--- src/inc/hcw_pkg.sv ---
// Shared constants, types and helper functions of the rolling-code word transmitter.
// Assumes a single 200 MHz clock; clock and tick counts are derived here from their times, frame lengths are given in thirds.
package hcw_pkg;
	// ----------------------------------------------------------------
	// Timing
	// ----------------------------------------------------------------
	localparam real CLK_PERIOD_NS         = 5.0;
	localparam real ENTRY_HOLD_TIME_MS    = 9.0;
	localparam real ENTRY_SETUP_TIME_MS   = 4.0;
	localparam real WRITE_TIME_MS         = 30.0;
	localparam real MS_TICK_TIME_MS       = 1.0;
	localparam real THIRD_CELL_TIME_US    = 133.0;
	localparam real TIMEOUT_TIME_S        = 25.0;
	localparam real LED_HALF_TIME_MS      = 500.0;
	localparam int  ENTRY_HOLD_CYC  = int'($ceil(ENTRY_HOLD_TIME_MS * 1.0e6 / CLK_PERIOD_NS));
	localparam int  ENTRY_SETUP_CYC = int'($floor(ENTRY_SETUP_TIME_MS * 1.0e6 / CLK_PERIOD_NS));
	localparam int  WRITE_CYC       = int'($floor(WRITE_TIME_MS * 1.0e6 / CLK_PERIOD_NS));
	localparam int  MS_TICK_CYC     = int'($floor(MS_TICK_TIME_MS * 1.0e6 / CLK_PERIOD_NS));
	localparam int  THIRD_CELL_CYC  = int'($floor(THIRD_CELL_TIME_US * 1.0e3 / CLK_PERIOD_NS));
	localparam logic [14:0] TIMEOUT_MS_TICKS = 15'($rtoi(TIMEOUT_TIME_S * 1000.0 / MS_TICK_TIME_MS));
	localparam logic [9:0]  LED_HALF_TICKS   = 10'($rtoi(LED_HALF_TIME_MS / MS_TICK_TIME_MS));
	// Frame lengths in thirds of a bit cell.
	localparam logic [7:0] PREAMBLE_THIRDS = 8'h24;
	localparam logic [7:0] HEADER_THIRDS   = 8'h1E;
	localparam logic [7:0] GUARD_THIRDS    = 8'h75;

	// ----------------------------------------------------------------
	// Code word layout
	// ----------------------------------------------------------------
	localparam logic [6:0] CRC_LAST_IDX = 7'h40;
	localparam logic [6:0] CRC0_IDX     = 7'h41;
	localparam logic [6:0] WORD_LAST_IDX = 7'h42;
	localparam logic [1:0] WORDS_MIN    = 2'h2;
	localparam logic [3:0] PROG_LAST_WORD = 4'hB;
	localparam logic [7:0] PROG_LAST_BIT  = 8'hBF;
	localparam logic [5:0] PROG_PAIR_LAST = 6'h1F;

	// ----------------------------------------------------------------
	// Types
	// ----------------------------------------------------------------
	typedef struct packed {
		logic        long_guard_enable;
		logic        timeout_enable;
		logic        extended_serial_select;
		logic        independent_mode;
		logic        overflow_enable;
		logic [1:0]  user_bits;
		logic [31:0] serial_number;
	} hcw_config_t;

	typedef struct packed {
		logic data;
		logic oe_n;
	} hcw_pin_t;

	typedef enum logic [7:0] {
		TX_IDLE = 8'h01, TX_PREP = 8'h02, TX_LOAD = 8'h04, TX_PREAMBLE = 8'h08,
		TX_HEADER = 8'h10, TX_DATA = 8'h20, TX_GUARD = 8'h40, TX_TIMEOUT = 8'h80
	} hcw_tx_fsm_t;

	typedef enum logic [6:0] {
		PG_IDLE = 7'h01, PG_SETUP = 7'h02, PG_SHIFT = 7'h04, PG_WRITE = 7'h08,
		PG_ACK = 7'h10, PG_VERIFY = 7'h20, PG_EXIT = 7'h40
	} hcw_pg_fsm_t;

	// ----------------------------------------------------------------
	// Functions
	// ----------------------------------------------------------------
	function automatic logic [1:0] crc_step(input logic [1:0] crc, input logic d);
		crc_step = {crc[0] ^ d, crc[0] ^ d ^ crc[1]};
	endfunction : crc_step

	function automatic logic [1:0] crc_over(input logic [64:0] bits);
		logic [1:0] c;
		c = 2'h0;
		for (int n = 0; n < 65; n++) begin
			c = crc_step(c, bits[n]);
		end
		crc_over = c;
	endfunction : crc_over

	function automatic logic tx_bit(input logic [66:0] word, input logic [6:0] idx, input logic [1:0] crc);
		if (idx <= CRC_LAST_IDX) tx_bit = word[idx];
		else if (idx == CRC0_IDX) tx_bit = crc[0];
		else tx_bit = crc[1];
	endfunction : tx_bit
endpackage : hcw_pkg

--- src/core/hcw_divider.sv ---
// Free-running divider giving a one-cycle enable pulse every PERIOD_CYC clocks.
// Assumes a synchronous active-high reset.
`timescale 1ns/100ps
module hcw_divider #(
	parameter int PERIOD_CYC = 2
) (
	// Clock and reset
	input  wire logic i_clock,
	input  wire logic i_srst,
	// Enable pulse
	output logic      o_tick
);
	localparam int CW = $clog2(PERIOD_CYC + 1);
	typedef struct packed {
		logic [CW-1:0] count;
		logic          tick;
	} hcw_div_state_t;
	hcw_div_state_t cq, nx;

	always_comb begin
		nx = cq;
		nx.tick = 1'b0;
		if (cq.count == CW'(PERIOD_CYC - 1)) begin
			nx.count = '0;
			nx.tick = 1'b1;
		end else begin
			nx.count = cq.count + CW'(1);
		end
	end

	always_ff @(posedge i_clock) begin
		if (i_srst) cq <= '0;
		else cq <= nx;
	end

	assign o_tick = cq.tick;
endmodule : hcw_divider

--- src/core/hcw_prog_port.sv ---
// Serial programming and one-shot verify port of the nonvolatile parameters.
// Assumes button and pin levels are synchronous; the clock line is button 3 or 2.
`timescale 1ns/100ps
module hcw_prog_port #(
	parameter int HOLD_CYC  = hcw_pkg::ENTRY_HOLD_CYC,
	parameter int SETUP_CYC = hcw_pkg::ENTRY_SETUP_CYC,
	parameter int WRITE_CYC = hcw_pkg::WRITE_CYC
) (
	// Clock and reset
	input  wire logic         i_clock,
	input  wire logic         i_srst,
	// Pins
	input  wire logic [3:0]   i_button,
	input  wire logic         i_data,
	output hcw_pkg::hcw_pin_t o_pin,
	// Status and stored image
	output logic              o_busy,
	output logic [191:0]      o_mem,
	output logic              o_mem_valid
);
	typedef struct packed {
		hcw_pkg::hcw_pg_fsm_t st;
		logic [22:0]          cnt;
		logic                 hold_met;
		logic [31:0]          shreg;
		logic [5:0]           nbit;
		logic [3:0]           widx;
		logic [7:0]           vbit;
		logic [191:0]         mem;
		logic                 valid;
		logic                 clk;
		hcw_pkg::hcw_pin_t    pin;
	} hcw_pg_state_t;
	hcw_pg_state_t cq, nx;
	logic pclk;
	logic rise;
	logic fall;

	assign pclk = i_button[3] | i_button[2];
	assign rise = pclk & ~cq.clk;
	assign fall = ~pclk & cq.clk;

	always_comb begin
		nx = cq;
		nx.clk = pclk;
		nx.pin.oe_n = 1'b1;
		nx.pin.data = 1'b0;
		unique case (cq.st)
		hcw_pkg::PG_IDLE: begin
			if (i_button[3] && i_button[1:0] == 2'h0) begin
				if (cq.cnt == 23'(HOLD_CYC - 1)) nx.hold_met = 1'b1;
				else nx.cnt = cq.cnt + 23'h1;
			end else begin
				nx.cnt = 23'h0;
				if (cq.hold_met && !i_button[3]) nx.st = hcw_pkg::PG_SETUP;
				nx.hold_met = 1'b0;
			end
		end
		hcw_pkg::PG_SETUP: begin
			nx.cnt = cq.cnt + 23'h1;
			if (i_data) {nx.st, nx.nbit, nx.widx} = {hcw_pkg::PG_SHIFT, 6'h0, 4'h0};
			else if (cq.cnt >= 23'(SETUP_CYC)) {nx.st, nx.cnt} = {hcw_pkg::PG_IDLE, 23'h0};
		end
		hcw_pkg::PG_SHIFT: if (fall) begin
			nx.shreg = {i_data, cq.shreg[31:1]};
			nx.nbit = cq.nbit + 6'h1;
			if (cq.nbit == hcw_pkg::PROG_PAIR_LAST) begin
				nx.cnt = 23'h0;
				nx.st = (nx.shreg[15:0] == ~nx.shreg[31:16]) ? hcw_pkg::PG_WRITE : hcw_pkg::PG_EXIT;
			end
		end
		hcw_pkg::PG_WRITE: begin
			// The first word also bulk-erases the whole image.
			if (cq.cnt == 23'h0 && cq.widx == 4'h0) nx.mem = '0;
			nx.cnt = cq.cnt + 23'h1;
			if (cq.cnt == 23'(WRITE_CYC - 1)) begin
				nx.mem[cq.widx*16 +: 16] = cq.shreg[15:0];
				nx.st = hcw_pkg::PG_ACK;
			end
		end
		hcw_pkg::PG_ACK: begin
			{nx.pin.oe_n, nx.pin.data} = 2'b01;
			if (rise) begin
				nx.nbit = 6'h0;
				nx.widx = cq.widx + 4'h1;
				nx.vbit = 8'h1;
				nx.valid = (cq.widx == hcw_pkg::PROG_LAST_WORD);
				nx.st = (cq.widx == hcw_pkg::PROG_LAST_WORD) ? hcw_pkg::PG_VERIFY : hcw_pkg::PG_SHIFT;
				if (cq.widx == hcw_pkg::PROG_LAST_WORD) {nx.pin.oe_n, nx.pin.data} = {1'b0, cq.mem[0]};
			end
		end
		hcw_pkg::PG_VERIFY: begin
			{nx.pin.oe_n, nx.pin.data} = {1'b0, cq.pin.data};
			// Bit 0 went out with the last acknowledge, so each rise presents the next bit.
			if (rise && cq.vbit <= hcw_pkg::PROG_LAST_BIT) begin
				nx.pin.data = cq.mem[cq.vbit];
				nx.vbit = cq.vbit + 8'h1;
			end
			// The last bit stands through its high phase and is released on the fall.
			if (fall && cq.vbit > hcw_pkg::PROG_LAST_BIT) nx.st = hcw_pkg::PG_EXIT;
		end
		hcw_pkg::PG_EXIT: if (i_button == 4'h0) {nx.st, nx.cnt} = {hcw_pkg::PG_IDLE, 23'h0};
		default: nx.st = hcw_pkg::PG_IDLE;
		endcase
	end

	always_ff @(posedge i_clock) begin
		if (i_srst) begin
			cq <= '0;
			cq.st <= hcw_pkg::PG_IDLE;
			cq.pin.oe_n <= 1'b1;
		end else begin
			cq <= nx;
		end
	end

	assign o_pin = cq.pin;
	assign o_busy = cq.hold_met | (cq.st != hcw_pkg::PG_IDLE);
	assign o_mem = cq.mem;
	assign o_mem_valid = cq.valid;
endmodule : hcw_prog_port

--- src/core/hcw_transmitter.sv ---
// Rolling-code word transmitter: word assembly, framing, completion, guard, time-out, indicator.
// Assumes synchronous inputs and an outside cipher that answers i_hop_cipher from o_hop_plain
// within one clock.
//
// Overview of operation
// - Each frame is preamble, header, encrypted part, then fixed part.
// - The payload is 67 bits: 32 encrypted and 35 fixed.
// - A guard period follows every completed word before the next frame starts.
// - Encrypted block: function, independent, overflow, user, 8 serial, 16-bit counter.
// - Fixed block: low-battery flag, two checksum bits, function bits, 28-bit serial.
// - Extended serial sends all 32 serial bits and drops function bits.
// - Words shift out least significant bit first.
// - A started word completes unless a different button, time-out or programming cuts it; at least two words per activation.
// - Any button wakes; sleep after two words once buttons are released.
// - Held buttons keep producing fresh words.
// - A different button aborts the word and restarts with new buttons.
// - Long guard sends only every second word, other slots silent.
// - Checksum covers the 65 bits sent before it.
// - Checksum starts at zero and updates per bit with two XOR equations.
// - Time-out enable stops sending after about 25 s of holding.
// - Every word carries the low-battery flag from the supply detector.
// - Indicator low while sending; toggles near 1 Hz on low supply.
// - Programming data is 16-bit words plus complement, 192 bits in all.
// - Each word is written within 30 ms then acknowledged; first also erases.
// - Verify works once, straight after programming; otherwise nothing is driven.
// - Time-out forces data low and indicator off until all buttons are low.
// - Without extended serial, function bits replace the top four serial bits.
`timescale 1ns/100ps
module hcw_transmitter #(
	parameter int MS_TICK_CYC    = hcw_pkg::MS_TICK_CYC,
	parameter int THIRD_CELL_CYC = hcw_pkg::THIRD_CELL_CYC,
	parameter int ENTRY_HOLD_CYC = hcw_pkg::ENTRY_HOLD_CYC,
	parameter int ENTRY_SETUP_CYC = hcw_pkg::ENTRY_SETUP_CYC,
	parameter int WRITE_CYC      = hcw_pkg::WRITE_CYC
) (
	// Clock and reset
	input  wire logic                 i_clock,
	input  wire logic                 i_srst,
	// Buttons, supply detector and configuration
	input  wire logic [3:0]           i_button,
	input  wire logic                 i_low_supply_indicator,
	input  wire hcw_pkg::hcw_config_t i_config,
	// Cipher hand-off
	input  wire logic [31:0]          i_hop_cipher,
	output logic [31:0]               o_hop_plain,
	// Transmit data pin
	input  wire logic                 i_tx_pin,
	output logic                      o_tx_data,
	output logic                      o_tx_oe_n,
	// Indicator and status
	output logic                      o_indicator_output_n,
	output logic                      o_awake,
	// Programmed parameter image
	output logic [191:0]              o_nv_data,
	output logic                      o_nv_valid
);
	// ----------------------------------------------------------------
	// State
	// ----------------------------------------------------------------
	typedef struct packed {
		hcw_pkg::hcw_tx_fsm_t st;
		logic [66:0]          word;
		logic [6:0]           bit_idx;
		logic [1:0]           phase;
		logic [7:0]           thirds;
		logic [1:0]           crc;
		logic [3:0]           func;
		logic [1:0]           words_done;
		logic                 silent;
		logic [15:0]          sync;
		logic                 ovr_cleared;
		logic [14:0]          hold_ms;
		logic [9:0]           led_ms;
		logic                 led_blink;
		logic                 tx;
		logic [31:0]          hop_plain;
		logic                 out_tx;
		logic                 out_oe_n;
		logic                 led_n;
		logic                 awake;
	} hcw_tx_state_t;
	hcw_tx_state_t cq, nx;

	logic              ms_tick;
	logic              third_tick;
	logic              prog_busy;
	hcw_pkg::hcw_pin_t prog_pin;
	logic              cur_bit;
	logic              framing;
	logic [1:0]        done_n;

	// ----------------------------------------------------------------
	// Dividers and programming port
	// ----------------------------------------------------------------
	hcw_divider #(.PERIOD_CYC(MS_TICK_CYC)) u_ms_div (
		.i_clock (i_clock),
		.i_srst  (i_srst),
		.o_tick  (ms_tick)
	);

	hcw_divider #(.PERIOD_CYC(THIRD_CELL_CYC)) u_cell_div (
		.i_clock (i_clock),
		.i_srst  (i_srst),
		.o_tick  (third_tick)
	);

	hcw_prog_port #(
		.HOLD_CYC  (ENTRY_HOLD_CYC),
		.SETUP_CYC (ENTRY_SETUP_CYC),
		.WRITE_CYC (WRITE_CYC)
	) u_prog (
		.i_clock     (i_clock),
		.i_srst      (i_srst),
		.i_button    (i_button),
		.i_data      (i_tx_pin),
		.o_pin       (prog_pin),
		.o_busy      (prog_busy),
		.o_mem       (o_nv_data),
		.o_mem_valid (o_nv_valid)
	);

	// ----------------------------------------------------------------
	// Next state
	// ----------------------------------------------------------------
	assign cur_bit = hcw_pkg::tx_bit(cq.word, cq.bit_idx, cq.crc);
	assign framing = cq.st inside {hcw_pkg::TX_PREAMBLE, hcw_pkg::TX_HEADER, hcw_pkg::TX_DATA};
	assign done_n = (cq.silent || cq.words_done == hcw_pkg::WORDS_MIN) ? cq.words_done : cq.words_done + 2'h1;

	always_comb begin
		nx = cq;
		// Hold time and indicator blink run on the millisecond enable.
		if (ms_tick) begin
			if (i_button == 4'h0) nx.hold_ms = 15'h0;
			else if (cq.hold_ms != hcw_pkg::TIMEOUT_MS_TICKS) nx.hold_ms = cq.hold_ms + 15'h1;
			if (cq.led_ms == hcw_pkg::LED_HALF_TICKS - 10'h1) begin
				nx.led_ms = 10'h0;
				nx.led_blink = ~cq.led_blink;
			end else begin
				nx.led_ms = cq.led_ms + 10'h1;
			end
		end
		unique case (cq.st)
		hcw_pkg::TX_IDLE: begin
			nx.words_done = 2'h0;
			nx.silent = 1'b0;
			nx.tx = 1'b0;
			if (i_button != 4'h0) nx.st = hcw_pkg::TX_PREP;
		end
		hcw_pkg::TX_PREP: begin
			if (i_button != 4'h0) nx.func = i_button;
			nx.sync = cq.sync + 16'h1;
			if (cq.sync == 16'hFFFF) nx.ovr_cleared = 1'b1;
			nx.hop_plain = {nx.func, i_config.independent_mode, i_config.overflow_enable & ~nx.ovr_cleared,
				i_config.user_bits, i_config.serial_number[7:0], nx.sync};
			nx.st = hcw_pkg::TX_LOAD;
		end
		hcw_pkg::TX_LOAD: begin
			nx.word[31:0] = i_hop_cipher;
			if (i_config.extended_serial_select) nx.word[63:32] = i_config.serial_number;
			else nx.word[63:32] = {cq.func, i_config.serial_number[27:0]};
			nx.word[64] = i_low_supply_indicator;
			nx.word[66:65] = 2'h0;
			nx.bit_idx = 7'h0;
			nx.phase = 2'h0;
			nx.thirds = 8'h0;
			nx.crc = 2'h0;
			nx.tx = 1'b0;
			nx.st = hcw_pkg::TX_PREAMBLE;
		end
		hcw_pkg::TX_PREAMBLE: if (third_tick) begin
			nx.tx = ~cq.tx;
			nx.thirds = cq.thirds + 8'h1;
			if (cq.thirds == hcw_pkg::PREAMBLE_THIRDS - 8'h1) begin
				nx.thirds = 8'h0;
				nx.tx = 1'b0;
				nx.st = hcw_pkg::TX_HEADER;
			end
		end
		hcw_pkg::TX_HEADER: if (third_tick) begin
			nx.thirds = cq.thirds + 8'h1;
			if (cq.thirds == hcw_pkg::HEADER_THIRDS - 8'h1) begin
				nx.thirds = 8'h0;
				nx.tx = 1'b1;
				nx.st = hcw_pkg::TX_DATA;
			end
		end
		hcw_pkg::TX_DATA: if (third_tick) begin
			unique case (cq.phase)
			2'h0: begin
				nx.phase = 2'h1;
				nx.tx = ~cur_bit;
			end
			2'h1: begin
				nx.phase = 2'h2;
				nx.tx = 1'b0;
			end
			default: begin
				nx.phase = 2'h0;
				// Checksum over bits 0 to 64
				if (cq.bit_idx <= hcw_pkg::CRC_LAST_IDX) nx.crc = hcw_pkg::crc_step(cq.crc, cur_bit);
				if (cq.bit_idx == hcw_pkg::WORD_LAST_IDX) begin
					nx.thirds = 8'h0;
					nx.tx = 1'b0;
					nx.st = hcw_pkg::TX_GUARD;
				end else begin
					nx.bit_idx = cq.bit_idx + 7'h1;
					nx.tx = 1'b1;
				end
			end
			endcase
		end
		hcw_pkg::TX_GUARD: begin
			nx.tx = 1'b0;
			if (third_tick) begin
				nx.thirds = cq.thirds + 8'h1;
				if (cq.thirds == hcw_pkg::GUARD_THIRDS - 8'h1) begin
					nx.words_done = done_n;
					nx.silent = i_config.long_guard_enable & ~cq.silent;
					if (i_button == 4'h0 && done_n == hcw_pkg::WORDS_MIN) nx.st = hcw_pkg::TX_IDLE;
					else nx.st = hcw_pkg::TX_PREP;
				end
			end
		end
		hcw_pkg::TX_TIMEOUT: begin
			nx.tx = 1'b0;
			// Leave only once all buttons are low
			if (i_button == 4'h0) nx.st = hcw_pkg::TX_IDLE;
		end
		default: nx.st = hcw_pkg::TX_IDLE;
		endcase
		if (framing && i_button != 4'h0 && i_button != cq.func) begin
			nx.st = hcw_pkg::TX_PREP;
			nx.tx = 1'b0;
		end
		if (i_config.timeout_enable && cq.hold_ms == hcw_pkg::TIMEOUT_MS_TICKS
			&& !(cq.st inside {hcw_pkg::TX_IDLE, hcw_pkg::TX_TIMEOUT})) begin
			nx.st = hcw_pkg::TX_TIMEOUT;
			nx.tx = 1'b0;
		end
		// Programming owns the pin; transmission is dropped, not resumed.
		if (prog_busy) begin
			nx.st = hcw_pkg::TX_IDLE;
			nx.tx = 1'b0;
		end
		nx.out_tx = prog_busy ? prog_pin.data : (nx.tx & ~nx.silent);
		nx.out_oe_n = prog_busy ? prog_pin.oe_n : 1'b0;
		nx.awake = nx.st != hcw_pkg::TX_IDLE;
		if (nx.st inside {hcw_pkg::TX_IDLE, hcw_pkg::TX_TIMEOUT}) nx.led_n = 1'b1;
		else nx.led_n = i_low_supply_indicator ? nx.led_blink : 1'b0;
	end

	always_ff @(posedge i_clock) begin
		if (i_srst) begin
			cq <= '0;
			cq.st <= hcw_pkg::TX_IDLE;
			cq.led_n <= 1'b1;
		end else begin
			cq <= nx;
		end
	end

	assign o_tx_data = cq.out_tx;
	assign o_tx_oe_n = cq.out_oe_n;
	assign o_indicator_output_n = cq.led_n;
	assign o_awake = cq.awake;
	assign o_hop_plain = cq.hop_plain;
endmodule : hcw_transmitter

--- config.mk ---
export PLATFORM = sky130hd
export DESIGN_NAME = hcw_transmitter
export DESIGN_NICKNAME = d
export VERILOG_FILES = /design/src/inc/hcw_pkg.sv /design/src/core/hcw_divider.sv /design/src/core/hcw_prog_port.sv /design/src/core/hcw_transmitter.sv
export SDC_FILE = /design/constraint.sdc
export NUM_CORES = 1
export LEC_CHECK = 0
export CAP_MARGIN = 20
export CORE_MARGIN = 2
export CORE_UTILIZATION = 35
export CTS_CLUSTER_SIZE = 30
export DETAILED_ROUTE_END_ITERATION = 12
export DONT_BUFFER_PORTS = 1
export GPL_ROUTABILITY_DRIVEN = 0
export PLACE_DENSITY = 0.46
export SYNTH_ARGS = -nofsm -noshare
export SYNTH_HDL_FRONTEND = slang
export SYNTH_SLANG_ARGS = --single-unit
--- constraint.sdc ---
create_clock -name i_clock -period 8.34 [get_ports i_clock]
set_input_delay 0.834 -clock i_clock [delete_from_list [all_inputs] [get_ports i_clock]]
set_output_delay 0.834 -clock i_clock [all_outputs]
set_load 0.01 [all_outputs]
==> impl_metrics.csv, run 1 <==
group,metric,value,unit
setup_path,worstPathRequired,8860,ps
setup_path,crit_path_end_kind,"flip-flop",
clock_network,cts_tree,"yes",
cells_and_area,syn_to_final_growth,4.481,%
sta,final-setup-viol-count,0,
yosys,ys_top_cells_by_area,"dfxtp_1 (40%), buf_4 (7.2%), a21oi_1 (6.3%), mux4_2 (5.8%), nand2_1 (5.4%)",
placement,dp_hpwl,48.32,mm
sta,slew_headroom,20.85,%
grt,busiest_layer,"met2",
floorplan,die_w,262.1,um
clock_network,clockBufferDepth,3,
drt,initialDrtViolationCount,1333,
grt,grtUsageMet1,24.90,%
placement,post-place-ws,4952,ps
min_path,hold_depth,1,
setup_path,reg2reg_setup_slack,5000,ps
cells_and_area,instances_no_fill,3327,
setup_path,cp-start-kind,"flip-flop",
floorplan,dieHeight,262.1,um
floorplan,start_util,35.40,%
sta,skew,31.49,ps
grt,gr-total-overflow,0,
yosys,syn_area,23320,um^2
power,switchingPower,1.259,mW
drt,first_pass_iters,7,
yosys,synthDistinctLibCells,68,
sta,slew_viol_final,0,
yosys,yosysMostFrequentCell,"dfxtp_1",
grt,grt_max_degree,339,
yosys,synth_edf_count,0,
clock_network,cts_resized,0,
sta,rsz0062_at_grt,"false",
clock_network,cts-root-buf,"clkbuf_16",
drt,via_count,18446,
setup_path,critPathMaxFanout,21,
min_path,hold_class,"input port to flip-flop",
sta,fin_crit_sh,40.01,%
clock_network,ctsHoldBuffers,0,
power,seqPwrFrac,44.5,%
placement,dp_cells,3215,
clock_network,htreeDepth,2,
grt,grt_pass1_vias,17851,
yosys,ys_seq_elements,471,
cells_and_area,utilization,36.99,%
cells_and_area,fin_nets,2514,
grt,antenna_found_initial,3,
floorplan,ioPinCount,308,
sta,whs,303.1,ps
power,combPwrFrac,5.8,%
sta,hold_viol,0,
grt,grt_use_met3,5.314,%
yosys,synthesis.nets,2824,
clock_network,cts_setup_buffers,0,
grt,use_met2,33.75,%
sta,fin_crit,3337,ps
setup_path,worstSetupPathType,"flip-flop to flip-flop",
yosys,post_synth.cell_area_avg,8.557,um^2
min_path,hold_start,"i_tx_pin",
yosys,synth.yosys.seq_area_share,40.44,%
clock_network,clk_latency,620,ps
flow_run,max_cap_viol_count,0,
sta,tightest_slew,1187,ps
yosys,ys_warn_count,0,
yosys,synth_commonest_cells,"dfxtp_1 (471), nand2_1 (336), a21oi_1 (295), buf_4 (225), nor2_1 (208)",
power,p_clk_share,49.7,%
yosys,async_reset_ff_share,0,%
setup_path,reg2regPathDepth,7,
cells_and_area,fillers,6677,
clock_network,cts.sinks,471,
drt,vias_per_cell,5.544,
grt,grt_pass1_wl,108.3,mm
setup_path,r2r-start,"u_prog.cq[205]",
power,intPower,3.981,mW
placement,portBuffers,0,
drt,drt_wl_total,71.69,mm
sta,fmax,299.7,MHz
grt,track_usage,20.15,%
drt,wl_per_cell,21.55,um
power,swShare,24.02,%
yosys,synth_top_area_cell,"dfxtp_1",
clock_network,cts_buffers,56,
sta,tns,0,ps
power,peakVddDrop,0.1352,mV
setup_path,r2r-end,"u_prog.o_mem[175]",
yosys,synth_ff_type,"dfxtp_1",
yosys,syn-instance-count,2725,
clock_network,clkTransAtPathRegs,60,ps
setup_path,critical_path_arrival,3860,ps
yosys,synth.top_cell.area_share,40.44,%
power,power_density,215.1,nW/um^2
drt,drcViolationCount,0,
sta,setup_ws,5003,ps
power,p_leak,8.194,nW
floorplan,std_cell_rows,94,
min_path,whs_endpoint,"u_prog.cq[207]",
cells_and_area,drive_gt1_share,9.061,%
drt,ant_nets,0,
floorplan,coreArea,65860,um^2
floorplan,fp.dieArea,68700,um^2
status,status,"completed",
## registers in the layout (all words and copies together) (netlist names)
| register | count |
|---|---|
| o_awake | 1 |
| o_indicator_output_n | 1 |
| u_prog.o_mem_valid | 1 |
| u_prog.o_pin | 2 |
| u_ms_div.o_tick | 1 |
| u_cell_div.o_tick | 1 |
| u_ms_div.cq | 18 |
| cq | 142 |
| o_hop_plain | 13 |
| u_cell_div.cq | 15 |
| u_prog.o_mem | 192 |
| o_tx_data | 1 |
| u_prog.cq | 82 |
| o_tx_oe_n | 1 |
## routing by layer
metal	share of wire, %	wire length, um
met3	7.4	5298
met1	41	29550
met5	0.018	13
met4	3.3	2350
met2	48	34480
## power groups by stage
stage / registers (mW) / logic, mW / clock network, mW
2_1_floorplan: 2.36 / 0.258 / 0
5_1_grt: 2.34 / 0.339 / 2.76
3_5_place_dp: 2.38 / 0.302 / 0
6_report: 2.33 / 0.303 / 2.61
4_1_cts: 2.33 / 0.303 / 2.68
3_3_place_gp: 2.38 / 0.301 / 0
## cells by family (layout without fill, tap and decap cells)
kind of cell | Yosys count | in the layout | synth area share [%]
buffers and inverters | 444 | 180 | 10.86
AOI/OAI and AO/OA | 522 | 522 | 13.41
adders and majority gates | 20 | 20 | 1.073
muxes | 96 | 96 | 7.770
DFF | 471 | 471 | 40.44
xor gates and xnor gates | 125 | 125 | 4.695
other | 0 | 2 | 0
and+or+nand+nor | 1047 | 1047 | 21.75
## cell type report
cell class	count	area, um^2	share of cell area (%)
Inverter	34	127.6	0.5239
Multi-Input combinational cell	1810	11390	46.76
Antenna cell	2	5.005	0.02054
Clock buffer	84	1739	7.139
Clock inverter	20	249.0	1.022
Sequential cell	471	9435	38.73
Tap cell	864	1081	4.437
Timing Repair Buffer	42	334.1	1.371
## critical path: stages, from the launching register on
cell and delay, ps:
dfxtp_1 400, inv_1 80, ha_1 700, and2_1 630, nand2_1 170, nor3_2 840
o21ai_0 220, a21oi_1 190
## stage by stage
| step | instance area (um^2) | total power [mW] |
|---|---|---|
| after global routing | 24360 | 5.434 |
| after floorplan | 23320 | 2.617 |
| after CTS | 24300 | 5.311 |
| after detailed placement | 22310 | 2.683 |
| final | 24360 | 5.240 |
| after global placement | 22300 | 2.682 |
## cell usage in the layout, fill, tap and decap left out, types with 47 or more instances in the layout
cell	instances
xor2_1	84
dfxtp_1	468
a21oi_1	294
mux4_2	60
o21ai_0	66
nand2_1	336
o2bb2ai_1	60
nand3_1	206
clkbuf_16	58
nand4_1	47
nor2_1	207
## how the worst max path moves through the flow
stage | endpoint | depth (start not counted) | startpoint | slack (ps)
final | u_prog.o_mem[175] | 7 | u_prog.cq[205] | 5000
after global routing | u_prog.o_mem[175] | 7 | u_prog.cq[205] | 4700
after detailed placement | u_prog.o_mem[47] | 7 | u_prog.cq[205] | 4950
after global placement | u_prog.cq[213] | 7 | i_button[3] | 4900
after floorplan | u_prog.cq[276] | 9 | i_button[3] | 5240
after CTS | u_prog.o_mem[47] | 7 | u_prog.cq[205] | 4930
No activity file was read; power rests on OpenSTA's default activity.
==> run 2, diff against run 1 <==
clock period = 3.2 ns   (was 8.34 ns; I/O delays follow)
==> impl_metrics.csv, run 2 (synthesis gave the netlist of run 1 again) <==
group,metric,value,unit
flow_run,max_cap_viol_count,0,
drt,vias_per_cell,5.453,
placement,portBuffers,0,
setup_path,crit_slowest_cell,"dfxtp_1",
drt,drcViolationCount,0,
setup_path,critPathMaxFanout,20,
sta,slew_viol_final,0,
setup_path,worstSetupPathType,"flip-flop to flip-flop",
cells_and_area,syn_to_final_growth,12.18,%
setup_path,max_stage_delay,500,ps
floorplan,start_util,35.40,%
clock_network,cts_tree,"yes",
setup_path,r2r-end,"cq[87]",
setup_path,worstPathRequired,3730,ps
drt,drt_wl_total,73.08,mm
cells_and_area,final_cell_mix,"dfxtp_1 (468), nand2_1 (335), a21oi_1 (294)",
setup_path,crit_path_end_kind,"flip-flop",
grt,grt_pass1_vias,18679,
sta,tightest_slew,935.3,ps
placement,dp_hpwl,48.68,mm
power,switchingPower,3.246,mW
sta,skew,42.91,ps
setup_path,cp-start-kind,"flip-flop",
floorplan,fp.dieArea,68700,um^2
setup_path,cpLargestDelayFamily,"simple AND/OR/NAND/NOR gates",
sta,final-setup-viol-count,0,
drt,wl_per_cell,20.75,um
clock_network,cts.sinks,471,
drt,first_pass_iters,5,
floorplan,dieHeight,262.1,um
sta,slew_headroom,37.64,%
grt,grt_pass1_wl,110.7,mm
drt,initialDrtViolationCount,1503,
power,swShare,24.31,%
clock_network,htreeDepth,2,
grt,track_usage,20.49,%
power,peakVddDrop,0.4728,mV
grt,grt_max_degree,178,
setup_path,reg2reg_setup_slack,230,ps
sta,whs,46.49,ps
floorplan,std_cell_rows,94,
cells_and_area,largest_register_ff_count,192,
power,combPwrFrac,7.1,%
sta,rsz0062_at_grt,"false",
cells_and_area,fillers,6559,
power,p_leak,9.322,nW
power,seqPwrFrac,45.5,%
clock_network,clockBufferDepth,3,
cells_and_area,final_common_cell,"dfxtp_1",
sta,tns,0,ps
setup_path,r2r-start,"cq[99]",
setup_path,crit_buf_inv,1,
drt,ant_nets,0,
cells_and_area,drive_gt1_share,9.146,%
floorplan,die_w,262.1,um
setup_path,reg2regPathDepth,8,
power,p_clk_share,47.4,%
sta,fin_crit_sh,92.83,%
grt,gr-total-overflow,0,
setup_path,crit_chain,"buf_4 -> mux4_1 -> nor3b_1 -> or4_4 -> a2111oi_4 -> nor4_1 -> or4_1 -> a21oi_1",
min_path,whs_endpoint,"u_prog.o_mem[146]",
min_path,hold_start,"i_srst",
power,intPower,10.11,mW
floorplan,ioPinCount,308,
cells_and_area,fin_nets,2715,
clock_network,cts_buffers,56,
drt,via_count,19206,
status,status,"completed",
clock_network,clkTransAtPathRegs,60,ps
sta,fmax,336.6,MHz
sta,fin_crit,2971,ps
min_path,hold_depth,2,
grt,antenna_found_initial,3,
setup_path,critical_path_arrival,3500,ps
floorplan,coreArea,65860,um^2
sta,hold_viol,0,
power,power_density,510.5,nW/um^2
clock_network,clk_latency,620,ps
clock_network,cts-root-buf,"clkbuf_16",
setup_path,cp_num_cells,8,
min_path,hold_class,"input port to flip-flop",
==> run 2: changes by cell type in the layout (fill, tap and decap cells not counted), moves of 3 or more <==
cell	before	now
clkbuf_8	19	10
buf_4	39	72
dlygate4sd3_1	0	166
clkinv_2	9	4
clkbuf_1	7	20
buf_12	0	3
==> run 2: timing repair <==
item / in CTS / in global routing
setup buffers: 0 / 0
endpoints found under the hold margin: 306 / 0
endpoints found under the setup margin: 0 / 5
hold buffers: 167 / 0
resized for setup: 0 / 4
==> run 2: through the flow <==
step	instances	total power, mW	utilization, %	worst slack [ps]	area, um^2
final	3522	13.35	39.71	229.4	26160
after global routing	3521	13.86	39.71	38.01	26150
after CTS	3521	13.51	39.68	56.55	26140
after detailed placement	3255	7.009	34.37	222.6	22630
after global placement	3255	6.993	34.37	262.2	22630
after floorplan	2725	6.821	-	127.7	23320
==> run 2: power by group through the flow <==
stage	clock network (mW)	registers, mW	logic [mW]
after CTS	6.49	6.08	0.938
final	6.33	6.08	0.942
after global routing	6.73	6.09	1.05
after floorplan	0	6.15	0.671
after detailed placement	0	6.21	0.799
after global placement	0	6.21	0.785
==> run 2: area by class of cell <==
class                           count  area (um^2)  area share [%]
Multi-Input combinational cell   1810        11400           43.57
Sequential cell                   471         9435           36.07
Timing Repair Buffer              243         2301           8.797
Clock buffer                       88         1664           6.362
Tap cell                          864         1081           4.133
Clock inverter                     11        148.9          0.5692
Inverter                           34        127.6          0.4879
Antenna cell                        1        2.502        0.009567
==> run 2: worst max path at each step <==
stage	startpoint	slack (ps)	endpoint
global route	cq[99]	40	cq[87]
global placement	cq[99]	260	cq[87]
detailed placement	cq[99]	220	o_tx_data
CTS	u_prog.cq[205]	60	u_prog.o_mem[0]
finish	cq[99]	230	cq[87]
floorplan	u_prog.cq[204]	130	u_prog.o_mem[165]
==> run 2: metal layers <==
layer  GRT usage, %  share of wire, %  vias up
li1               -                 -     9137
met5              0             0.014        -
met2          35.15                49      534
met3          4.610               6.3      118
met4          7.282               3.1        2
met1          25.18                42     9415
